--- src/core/sfr_pkg.sv ---
// Shared constants and types of the offset-programmable retransmit FIFO
package sfr_pkg;

  // ----------------------------------------------------------------
  // Widths and timing counts
  // ----------------------------------------------------------------
  localparam int DATA_W      = 36;
  localparam int SYNC_STAGES = 3;
  localparam int OR_EDGES    = 3;
  localparam int IR_EDGES    = 2;
  localparam int PAR_LOADS   = 2;
  localparam int PAR_OFS_MSB = 10;

  // ----------------------------------------------------------------
  // Offset programming selection, {hi, lo} latched at reset release
  // ----------------------------------------------------------------
  localparam logic [1:0] FS_SERIAL   = 2'h3;
  localparam logic [1:0] FS_PRESET64 = 2'h2;
  localparam logic [1:0] FS_PRESET8  = 2'h1;
  localparam logic [1:0] FS_PARALLEL = 2'h0;
  localparam int         PRESET_HI   = 64;
  localparam int         PRESET_LO   = 8;

  // ----------------------------------------------------------------
  // Types
  // ----------------------------------------------------------------
  typedef struct packed {
    logic selN;
    logic en;
    logic wrSel;
    logic mbx;
  } sfr_port_ctl_t;

  typedef enum {INIT_RESET, INIT_WAIT, INIT_SERIAL, INIT_RUN} sfr_init_t;

endpackage : sfr_pkg

--- src/core/sfr_core.sv ---
// Retransmit FIFO control: pin sampling, offsets, flags, mailboxes and buffer
// How it works
// - Mailbox-2 write by port B drops its flag
// - Port-A mailbox read raises mailbox-2 flag
// - Reset leaves mailbox-2 flag high
// - Output-ready low when empty, reads ignored
// - Output-ready rises on third port-B edge
// - Read-from-marker reloads marked word
// - Retransmit select with ready data marks word
// - Mark holds until retransmit select low
// - Port A: high writes, low reads
// - Port B: low writes, high reads
// - Reset pin may change any time
// - Reset clears pointers and sets flags
// - Input-ready rises two port-A edges later
// - Offset method latched at reset release
// - Presets load both offsets automatically
// - First two parallel writes load Y, X
// - Parallel offsets from data bits 10..0
// - Serial bits shift Y MSB first
// - Serial mode holds input-ready until done
// - Mailbox-1 flag set and cleared likewise
// - Mailbox select steers port to mailboxes
`timescale 1ns/100ps

// ------------------------------------------------------------------
// Three-stage pin synchroniser with agreement filter
// ------------------------------------------------------------------
module sfr_sync #(
  parameter int W = 1
) (
  input  wire logic         ref_clk,
  input  wire logic         sys_rst,
  input  wire logic [W-1:0] pinIn,
  output logic      [W-1:0] lvlOut,
  output logic      [W-1:0] riseOut
);
  logic [W-1:0] s1_q, s2_q, s3_q, lvl_q, rise_q;
  // A change counts only once the two later stages agree
  wire  [W-1:0] lvl_d = (s2_q & s3_q) | (lvl_q & (s2_q ^ s3_q));

  always_ff @(posedge ref_clk) begin
    if (sys_rst) begin
      {s1_q, s2_q, s3_q} <= '0;
      lvl_q              <= '0;
      rise_q             <= '0;
    end else begin
      s1_q   <= pinIn;
      s2_q   <= s1_q;
      s3_q   <= s2_q;
      lvl_q  <= lvl_d;
      rise_q <= lvl_d & ~lvl_q;
    end
  end
  assign lvlOut  = lvl_q;
  assign riseOut = rise_q;
endmodule : sfr_sync

// ------------------------------------------------------------------
// Data buffer with retransmit mark
// ------------------------------------------------------------------
module sfr_buffer #(
  parameter int W     = 36,
  parameter int DEPTH = 16,
  parameter int CNT_W = $clog2(DEPTH + 1)
) (
  input  wire logic             ref_clk,
  input  wire logic             rst,
  input  wire logic             inValid,
  output logic                  inReady,
  input  wire logic [W-1:0]     inData,
  output logic                  outValid,
  input  wire logic             outReady,
  output logic      [W-1:0]     outData,
  input  wire logic             markSet,
  input  wire logic             markClr,
  input  wire logic             rewind,
  output logic      [W-1:0]     markData,
  output logic      [CNT_W-1:0] count
);
  localparam int AW = $clog2(DEPTH);
  logic [W-1:0]  mem_q [DEPTH];
  logic [AW:0]   wrPtr_q, rdPtr_q, markPtr_q;
  logic          marked_q;
  // While marked, the marked word and all after it stay protected
  wire  [AW:0]   basePtr = marked_q ? markPtr_q : rdPtr_q;
  wire  [AW:0]   used    = wrPtr_q - basePtr;
  wire           push    = inValid & inReady;
  wire           pop     = outValid & outReady & ~rewind;

  assign inReady  = used != (AW + 1)'(DEPTH);
  assign outValid = wrPtr_q != rdPtr_q;
  assign outData  = mem_q[rdPtr_q[AW-1:0]];
  assign markData = mem_q[markPtr_q[AW-1:0]];
  assign count    = CNT_W'(wrPtr_q - rdPtr_q);

  always_ff @(posedge ref_clk) begin
    if (push) begin
      mem_q[wrPtr_q[AW-1:0]] <= inData;
    end
  end

  always_ff @(posedge ref_clk) begin
    if (rst) begin
      wrPtr_q   <= '0;
      rdPtr_q   <= '0;
      markPtr_q <= '0;
      marked_q  <= 1'b0;
    end else begin
      wrPtr_q <= wrPtr_q + (AW + 1)'(push);
      if (rewind) begin
        rdPtr_q <= markPtr_q + (AW + 1)'(1);
      end else begin
        rdPtr_q <= rdPtr_q + (AW + 1)'(pop);
      end
      if (markSet) begin
        markPtr_q <= rdPtr_q - (AW + 1)'(1);
        marked_q  <= 1'b1;
      end else if (markClr) begin
        marked_q <= 1'b0;
      end
    end
  end
endmodule : sfr_buffer

// ------------------------------------------------------------------
// Top level
// ------------------------------------------------------------------
module sfr_core import sfr_pkg::*; #(
  parameter int DEPTH     = 512,
  parameter int BUF_DEPTH = 16
) (
  input  wire logic              ref_clk,
  input  wire logic              sys_rst,
  input  wire logic              resetPinN,
  input  wire logic              portAClock,
  input  wire logic              portBClock,
  input  wire logic              portASelectN,
  input  wire logic              portAEnable,
  input  wire logic              portAWriteReadSelect,
  input  wire logic              portAMailboxSelect,
  input  wire logic [DATA_W-1:0] portADataIn,
  input  wire logic              portBSelectN,
  input  wire logic              portBEnable,
  input  wire logic              portBWriteReadSelect,
  input  wire logic              portBMailboxSelect,
  input  wire logic [DATA_W-1:0] portBDataIn,
  input  wire logic              offsetSelectHiSerialEnable,
  input  wire logic              offsetSelectLoSerialData,
  input  wire logic              readFromMarker,
  input  wire logic              retransmitModeSelect,
  output logic      [DATA_W-1:0] portADataOut,
  output logic                   portADataOe,
  output logic      [DATA_W-1:0] portBDataOut,
  output logic                   portBDataOe,
  output logic                   inputReadyFlag,
  output logic                   outputReadyFlag,
  output logic                   almostEmptyFlagN,
  output logic                   almostFullFlagN,
  output logic                   mailboxOneFullN,
  output logic                   mailboxTwoFullN
);
  localparam int         OFS_W    = $clog2(DEPTH);
  localparam int         SER_BITS = 2 * OFS_W;
  localparam int         ICNT_W   = $clog2(SER_BITS + 1);
  localparam int         BCNT_W   = $clog2(BUF_DEPTH + 1);
  localparam int         CMP_W    = OFS_W + 2;
  localparam int         SYNC_W   = 15 + 2 * DATA_W;
  localparam logic [1:0] OR_LAST  = 2'(OR_EDGES - 1);
  localparam logic [ICNT_W-1:0] IR_LAST  = ICNT_W'(IR_EDGES - 1);
  localparam logic [ICNT_W-1:0] SER_LAST = ICNT_W'(SER_BITS - 1);

  // ----------------------------------------------------------------
  // Pin sampling
  // ----------------------------------------------------------------
  logic [SYNC_W-1:0] syncLvl, syncRise;
  sfr_sync #(.W(SYNC_W)) u_sync (
    .ref_clk (ref_clk),
    .sys_rst (sys_rst),
    .pinIn   ({portAClock, portBClock, resetPinN, offsetSelectHiSerialEnable,
                offsetSelectLoSerialData, readFromMarker, retransmitModeSelect,
                portASelectN, portAEnable, portAWriteReadSelect, portAMailboxSelect,
                portBSelectN, portBEnable, portBWriteReadSelect, portBMailboxSelect,
                portADataIn, portBDataIn}),
    .lvlOut  (syncLvl),
    .riseOut (syncRise)
  );

  localparam int TOP = SYNC_W - 1;
  wire               aEdge   = syncRise[TOP];
  wire               bEdge   = syncRise[TOP-1];
  wire               rstNLvl = syncLvl[TOP-2];
  wire               rstRise = syncRise[TOP-2];
  wire               senLvl  = syncLvl[TOP-3];
  wire               sdLvl   = syncLvl[TOP-4];
  wire               rfmLvl  = syncLvl[TOP-5];
  wire               rtmLvl  = syncLvl[TOP-6];
  sfr_port_ctl_t     ctlA, ctlB;
  assign ctlA = syncLvl[TOP-7 -: 4];
  assign ctlB = syncLvl[TOP-11 -: 4];
  wire  [DATA_W-1:0] aData   = syncLvl[2*DATA_W-1 -: DATA_W];
  wire  [DATA_W-1:0] bData   = syncLvl[DATA_W-1:0];

  // Pin reset acts only after it has been synchronised
  wire devRst = sys_rst | ~rstNLvl;

  // ----------------------------------------------------------------
  // Port decode
  // ----------------------------------------------------------------
  wire aAct  = aEdge & ~ctlA.selN & ctlA.en;
  wire aWr   = aAct & ctlA.wrSel;
  wire aRd   = aAct & ~ctlA.wrSel;
  wire bAct  = bEdge & ~ctlB.selN & ctlB.en;
  wire bWr   = bAct & ~ctlB.wrSel;
  wire bRd   = bAct & ctlB.wrSel;
  wire mb1Wr = aWr & ctlA.mbx;
  wire mb2Rd = aRd & ctlA.mbx;
  wire mb2Wr = bWr & ctlB.mbx;
  wire mb1Rd = bRd & ctlB.mbx;

  // ----------------------------------------------------------------
  // Offset programming and start-up sequence
  // ----------------------------------------------------------------
  sfr_init_t         initSt_q, initSt_d;
  logic [ICNT_W-1:0] initCnt_q, initCnt_d;
  logic [1:0]        fsSel_q;
  logic [1:0]        parCnt_q;
  logic [OFS_W-1:0]  ofsX_q, ofsY_q;
  logic              irFlag_q;

  wire serShift = (initSt_q == INIT_SERIAL) & aEdge & ~senLvl;
  wire parLoad  = (fsSel_q == FS_PARALLEL) & (parCnt_q != 2'(PAR_LOADS));
  wire fifoWr   = aWr & ~ctlA.mbx & irFlag_q;
  wire ofsWr    = fifoWr & parLoad;

  always_comb begin
    initSt_d  = initSt_q;
    initCnt_d = initCnt_q;
    unique case (initSt_q)
      INIT_RESET: begin
        initCnt_d = '0;
        if (rstRise) begin
          initSt_d = (syncLvl[TOP-3 -: 2] == FS_SERIAL) ? INIT_SERIAL : INIT_WAIT;
        end
      end
      INIT_WAIT: begin
        if (aEdge) begin
          initCnt_d = initCnt_q + ICNT_W'(1);
          if (initCnt_q == IR_LAST) begin
            initSt_d = INIT_RUN;
          end
        end
      end
      INIT_SERIAL: begin
        if (serShift) begin
          initCnt_d = initCnt_q + ICNT_W'(1);
          if (initCnt_q == SER_LAST) begin
            // One more port-A edge then completes the sequence
            initSt_d  = INIT_WAIT;
            initCnt_d = IR_LAST;
          end
        end
      end
      INIT_RUN: begin
        initCnt_d = initCnt_q;
      end
    endcase
  end

  always_ff @(posedge ref_clk) begin
    if (devRst) begin
      initSt_q  <= INIT_RESET;
      initCnt_q <= '0;
    end else begin
      initSt_q  <= initSt_d;
      initCnt_q <= initCnt_d;
    end
  end

  always_ff @(posedge ref_clk) begin
    if (sys_rst) begin
      fsSel_q <= FS_PARALLEL;
      ofsX_q  <= '0;
      ofsY_q  <= '0;
    end else if (rstRise) begin
      fsSel_q <= syncLvl[TOP-3 -: 2];
      if (syncLvl[TOP-3 -: 2] == FS_PRESET64) begin
        ofsX_q <= OFS_W'(PRESET_HI);
        ofsY_q <= OFS_W'(PRESET_HI);
      end else if (syncLvl[TOP-3 -: 2] == FS_PRESET8) begin
        ofsX_q <= OFS_W'(PRESET_LO);
        ofsY_q <= OFS_W'(PRESET_LO);
      end
    end else if (serShift) begin
      {ofsY_q, ofsX_q} <= {ofsY_q[OFS_W-2:0], ofsX_q, sdLvl};
    end else if (ofsWr && parCnt_q == 2'h0) begin
      ofsY_q <= OFS_W'(aData[PAR_OFS_MSB:0]);
    end else if (ofsWr) begin
      ofsX_q <= OFS_W'(aData[PAR_OFS_MSB:0]);
    end
  end

  always_ff @(posedge ref_clk) begin
    if (devRst) begin
      parCnt_q <= 2'h0;
    end else if (ofsWr) begin
      parCnt_q <= parCnt_q + 2'h1;
    end
  end

  // ----------------------------------------------------------------
  // Buffer and output register
  // ----------------------------------------------------------------
  logic              bufInReady, bufOutValid;
  logic [DATA_W-1:0] bufOutData, bufMarkData, outReg_q;
  logic [BCNT_W-1:0] bufCount;
  logic [1:0]        orCnt_q;
  logic              orFlag_q, retx_q;

  wire rewind  = bEdge & rfmLvl & retx_q;
  wire markSet = bEdge & rtmLvl & orFlag_q & ~retx_q;
  wire markClr = bEdge & ~rtmLvl;
  // A word entering empty memory waits out the synchronising edges
  wire orLoad  = ~orFlag_q & bEdge & bufOutValid & (orCnt_q == OR_LAST);
  wire bFifoRd = bRd & ~ctlB.mbx & orFlag_q;
  wire pop     = orLoad | (bFifoRd & ~rewind);

  sfr_buffer #(.W(DATA_W), .DEPTH(BUF_DEPTH)) u_buf (
    .ref_clk  (ref_clk),
    .rst      (devRst),
    .inValid  (fifoWr & ~parLoad),
    .inReady  (bufInReady),
    .inData   (aData),
    .outValid (bufOutValid),
    .outReady (pop),
    .outData  (bufOutData),
    .markSet  (markSet),
    .markClr  (markClr),
    .rewind   (rewind),
    .markData (bufMarkData),
    .count    (bufCount)
  );

  always_ff @(posedge ref_clk) begin
    if (devRst) begin
      orFlag_q <= 1'b0;
      orCnt_q  <= 2'h0;
      outReg_q <= '0;
      retx_q   <= 1'b0;
    end else begin
      if (markSet) begin
        retx_q <= 1'b1;
      end else if (markClr) begin
        retx_q <= 1'b0;
      end
      if (rewind) begin
        outReg_q <= bufMarkData;
        orFlag_q <= 1'b1;
      end else if (orLoad || (bFifoRd && bufOutValid)) begin
        outReg_q <= bufOutData;
        orFlag_q <= 1'b1;
      end else if (bFifoRd) begin
        orFlag_q <= 1'b0;
      end
      if (orFlag_q || !bufOutValid) begin
        orCnt_q <= 2'h0;
      end else if (bEdge) begin
        orCnt_q <= orCnt_q + 2'h1;
      end
    end
  end

  // ----------------------------------------------------------------
  // Flags, mailboxes and data outputs
  // ----------------------------------------------------------------
  logic [DATA_W-1:0] mail1_q, mail2_q, aOut_q, bOut_q;
  logic              aOe_q, bOe_q, aeN_q, afN_q, mb1N_q, mb2N_q;
  wire  [CMP_W-1:0]  words = CMP_W'(bufCount) + CMP_W'(orFlag_q);
  wire               aeN_d = words > CMP_W'(ofsX_q);
  wire               afN_d = (words + CMP_W'(ofsY_q)) < CMP_W'(BUF_DEPTH);

  always_ff @(posedge ref_clk) begin
    if (devRst) begin
      irFlag_q <= 1'b0;
      aeN_q    <= 1'b0;
      afN_q    <= 1'b1;
      mb1N_q   <= 1'b1;
      mb2N_q   <= 1'b1;
      mail1_q  <= '0;
      mail2_q  <= '0;
    end else begin
      if (aEdge) begin
        irFlag_q <= (initSt_d == INIT_RUN) & bufInReady;
        afN_q    <= afN_d;
      end
      if (bEdge) begin
        aeN_q <= aeN_d;
      end
      // Setting a flag low wins over a same-cycle read
      if (mb1Wr) begin
        mail1_q <= aData;
        mb1N_q  <= 1'b0;
      end else if (mb1Rd) begin
        mb1N_q <= 1'b1;
      end
      if (mb2Wr) begin
        mail2_q <= bData;
        mb2N_q  <= 1'b0;
      end else if (mb2Rd) begin
        mb2N_q <= 1'b1;
      end
    end
  end

  always_ff @(posedge ref_clk) begin
    if (sys_rst) begin
      aOut_q <= '0;
      bOut_q <= '0;
      aOe_q  <= 1'b0;
      bOe_q  <= 1'b0;
    end else begin
      aOut_q <= mail2_q;
      bOut_q <= ctlB.mbx ? mail1_q : outReg_q;
      aOe_q  <= ~ctlA.selN & ~ctlA.wrSel;
      bOe_q  <= ~ctlB.selN & ctlB.wrSel;
    end
  end

  assign portADataOut     = aOut_q;
  assign portADataOe      = aOe_q;
  assign portBDataOut     = bOut_q;
  assign portBDataOe      = bOe_q;
  assign inputReadyFlag   = irFlag_q;
  assign outputReadyFlag  = orFlag_q;
  assign almostEmptyFlagN = aeN_q;
  assign almostFullFlagN  = afN_q;
  assign mailboxOneFullN  = mb1N_q;
  assign mailboxTwoFullN  = mb2N_q;
endmodule : sfr_core

--- config.mk ---
export PLATFORM = sky130hd
export DESIGN_NAME = sfr_core
export DESIGN_NICKNAME = d
export VERILOG_FILES = /design/src/core/sfr_pkg.sv /design/src/core/sfr_core.sv
export SDC_FILE = /design/constraint.sdc
export NUM_CORES = 2
export LEC_CHECK = 0
export BUFFER_PORTS_ARGS = -buffer_cell sky130_fd_sc_hd__buf_4
export CORE_MARGIN = 2
export CORE_UTILIZATION = 50
export DETAILED_ROUTE_END_ITERATION = 8
export PLACE_DENSITY_LB_ADDON = 0.15
export SETUP_SLACK_MARGIN = 0.05
export SLEW_MARGIN = 40
export SYNTH_ARGS = -nofsm -noshare
export SYNTH_HDL_FRONTEND = slang
export SYNTH_SLANG_ARGS = --single-unit
--- constraint.sdc ---
create_clock -name ref_clk -period 10.3 [get_ports ref_clk]
set_input_delay 1.03 -clock ref_clk [delete_from_list [all_inputs] [get_ports ref_clk]]
set_output_delay 1.03 -clock ref_clk [all_outputs]
set_load 0.01 [all_outputs]
==> impl.org <==
** Critical path
- In this run the worst path has a maximum fanout of 31.
- The worst setup path is launched from a flop.
- Arrival time of the worst setup path :: 4.38 ns
- Critical path type :: flop to flop
- STA classifies the critical path endpoint as a flop.
- Critical Path RT :: 10.63 ns

** Logic synthesis
- Cell type contributing the most total cell area after synthesis :: edfxtp_1
- Sequential cells were found to cover 63.4% of the synthesized design area.
- Summing every instance area after synthesis gives 0.0469 mm².
- Synthesis instantiated 58 different standard cells from the library.
- By instance count, the leading cell after synthesis is dfxtp_1.
- Predominant post-synthesis flop cell :: dfxtp_1
- Yosys Warn Count :: 0
- Number of enable-type register cells in the synthesized netlist :: 576
- Flip-flop and latch count after synthesis :: 1196
- Async S/R FF share, synth :: 0%
- Cells after synthesis :: 3233
- Post-synth top area share :: 36.9%
- Main area contributors after synthesis :: edfxtp_1, dfxtp_1, mux4_2
- After synthesis, the mean cell area works out to 14.5 µm².
- Most frequent cells after synthesis :: dfxtp_1, edfxtp_1, nor2b_1
- Net count after synthesis :: 3443

** Final layout
- Fraction of final layout cells with drive strength greater than 1 :: 22.0%
- Non-Filler Instances :: 4724
- Total Nets Final :: 3576
- Number of diodes added for antenna fixing :: 0
- Post-synthesis to final-layout area growth :: 14.5%
- Counting the fill cells in the layout gives 7283.

** Die
- The floorplan step defined a core boundary enclosing 0.0930 mm².
- The die is 310 µm wide.
- Die Ht :: 310 µm
- Area enclosed by the die boundary :: 0.0962 mm²
- 169 I/O pins were placed.
- The initialized floorplan defines 112 standard-cell rows.
- Starting Density :: 50.4%

** Placed design
- Buffers placed on the I/O ports in this run total 168.
- After detailed placement, the design holds a cell count of 4500.
- Gp weighted congestion :: 0.827
- HPWL after detailed placement :: 64.2 mm
- Setup slack at placement :: 6.21 ns

** Route
- DR iter-0 viols :: 2308
- For this block, the routed nets add up to 110 mm of wire.
- Via density :: 5.83
- In the routed design, unresolved DRC markers number 0.
- For this run, the detailed router's first-pass iteration total came to 7.
- Once detail routing completed, the nets flagged for antenna violations numbered 0.
- Dividing the detail-routed wire length by the instance count gives 23.2 µm.
- Via count :: 27500

** Clock tree
- # H-tree levels :: 3
- Buffer count from post-CTS setup fixing :: 0
- Clock tree synthesis found a total of 1196 sinks.
- Counting along the longest clock path gives a buffer depth of 3.
- Clock tree from TritonCTS :: built
- CTS root buffer :: clkbuf_16
- Hold Buf Count CTS :: 0
- The later pin in the worst-skew pair is clocked with a latency of 0.72 ns.
- Number of resized instances in the post-cts repair step :: 0
- After clock tree synthesis, the clock-pin slew on the worst setup and hold paths is 0.06 ns.
- Buffers inserted during clock tree synthesis total 117.

** Timing
- At the pin with the least slew margin, the transition time is 0.835 ns.
- For the final database, setup skew stands at 0.0384 ns.
- Peak Freq :: 247 MHz
- Final critical-path required period :: 4.05 ns
- Setup violations remaining at the end of the flow were counted as 0.
- Ratio of final minimum period to clock period :: 39.4%
- Setup repair after global routing left no endpoint under its margin.
- Max Transition Viols Final :: 0
- Relative max-transition margin :: 44.4%
- Total negative setup slack :: 0 ns
- Across all setup checks in the final design, the least slack found is 6.25 ns.
- The number of failing hold endpoints at the final stage is 0.

** Power
- Standby leakage power :: 18.5 nW
- For this design the ratio of total power to cell area is 179 mW/mm².
- Max VDD drop :: 0.152 mV

** Global route
- Aggregate global-route resource usage :: 23.0%
- After global routing the overflow that remains totals 0.
- Global-route wire length before repair :: 168 mm
- Largest net degree at the start of global routing :: 123
- The number of antenna violations at the first check in global routing is 0.
- The via count of the first global-routing pass is 28400.

** Run status
- Run status :: finished, final reports clean

** Min path
- Class of the tightest hold or removal check :: flop to flop

** Job
- Max-cap violations in this run came to 0.
==> area by class of cell <==
cell class	instances	area, µm²	share of cell area, %
Clock inverter	66	943	1.76
Tap cell	1254	1570	2.92
Timing Repair Buffer	227	1820	3.39
Multi-Input combinational cell	1791	16300	30.3
Clock buffer	157	3210	5.98
Inverter	33	124	0.231
Sequential cell	1196	29700	55.4
==> final timing paths <==
path                                            end             start  depth (start not counted)  slack (ns)
worst max-delay path            u_buf.mem_q[15][14]  u_buf.rdPtr_q[0]                         10        6.25
worst min-delay path                u_sync.s2_q[25]   u_sync.s1_q[25]                          1        0.41
worst max register to register  u_buf.mem_q[15][14]  u_buf.rdPtr_q[0]                         10        6.25
worst min register to register      u_sync.s2_q[25]   u_sync.s1_q[25]                          1        0.41
==> metrics by stage <==
| step | util [%] | power, mW | hold slack [ns] | instance area (µm²) |
|---|---|---|---|---|
| after floorplan | - | 5.16 | 0.397 | 46900 |
| after global placement | 53.1 | 5.20 | 0.404 | 49400 |
| after detailed placement | 53.2 | 5.20 | 0.412 | 49500 |
| after CTS | 57.6 | 9.72 | 0.403 | 53600 |
| after global routing | 57.7 | 9.92 | 0.421 | 53700 |
| final | 57.7 | 9.62 | 0.414 | 53700 |
==> worst max-delay path, stage by stage, from the launching register on <==
cell     delay, ns
dfxtp_4       0.78
inv_1         0.13
o21ai_0       0.20
ha_1          0.19
nor2b_1       0.18
xnor2_1       0.16
nor4_1        0.12
nor4_2        0.51
nand3_1       0.41
nor2_4        0.42
buf_4         0.54
==> routing by layer <==
metal  track usage, %  wire (µm)  vias up
li1                 -          -    12500
met1             30.6      45200    13900
met2             39.2      54600      934
met3             3.39       6900      190
met4             7.36       2870        0
met5                0          0        -
==> cell usage in the layout, fill, tap and decap left out, types with 31 or more instances in the layout <==
cell,n
a211oi_1,92
a21oi_1,236
a22o_1,36
a31oi_1,41
and2_1,37
buf_4,214
clkbuf_16,117
dfxtp_1,612
edfxtp_1,576
ha_1,120
inv_1,31
mux2i_1,45
mux4_2,288
nand2_1,169
nor2_1,151
nor2b_1,301
o22ai_1,72
==> report_power, final <==
part	internal (mW)	total [mW]	switching [mW]
combinational	0.0522	0.101	0.0487
clock	2.68	4.52	1.84
sequential	4.98	5.00	0.0165
total	7.71	9.62	1.91
==> flip-flops by register name, summed over array words and instances (netlist names), 9 cells and up, named ones only <==
| signal | cells |
|---|---|
| ofsY_q | 9 |
| mail2_q | 36 |
| u_sync.lvlOut | 87 |
| outReg_q | 36 |
| portBDataOut | 36 |
| u_sync.s3_q | 87 |
| portADataOut | 36 |
| mail1_q | 36 |
| u_buf.mem_q | 576 |
| u_sync.s2_q | 87 |
| u_sync.s1_q | 87 |
| ofsX_q | 9 |
| initSt_q | 32 |
==> cells by family (layout without fill, tap and decap cells) <==
family,count (synthesis),count (layout),share of synthesized area (%)
flops,1196,1196,63.4
buf+inv,246,483,2.23
mux,333,333,14.8
xor+xnor,27,27,0.534
fa+ha+maj,121,121,3.25
compound gates,512,512,6.73
simple gates,798,798,9.07
Power figures use the tool's default switching activity.
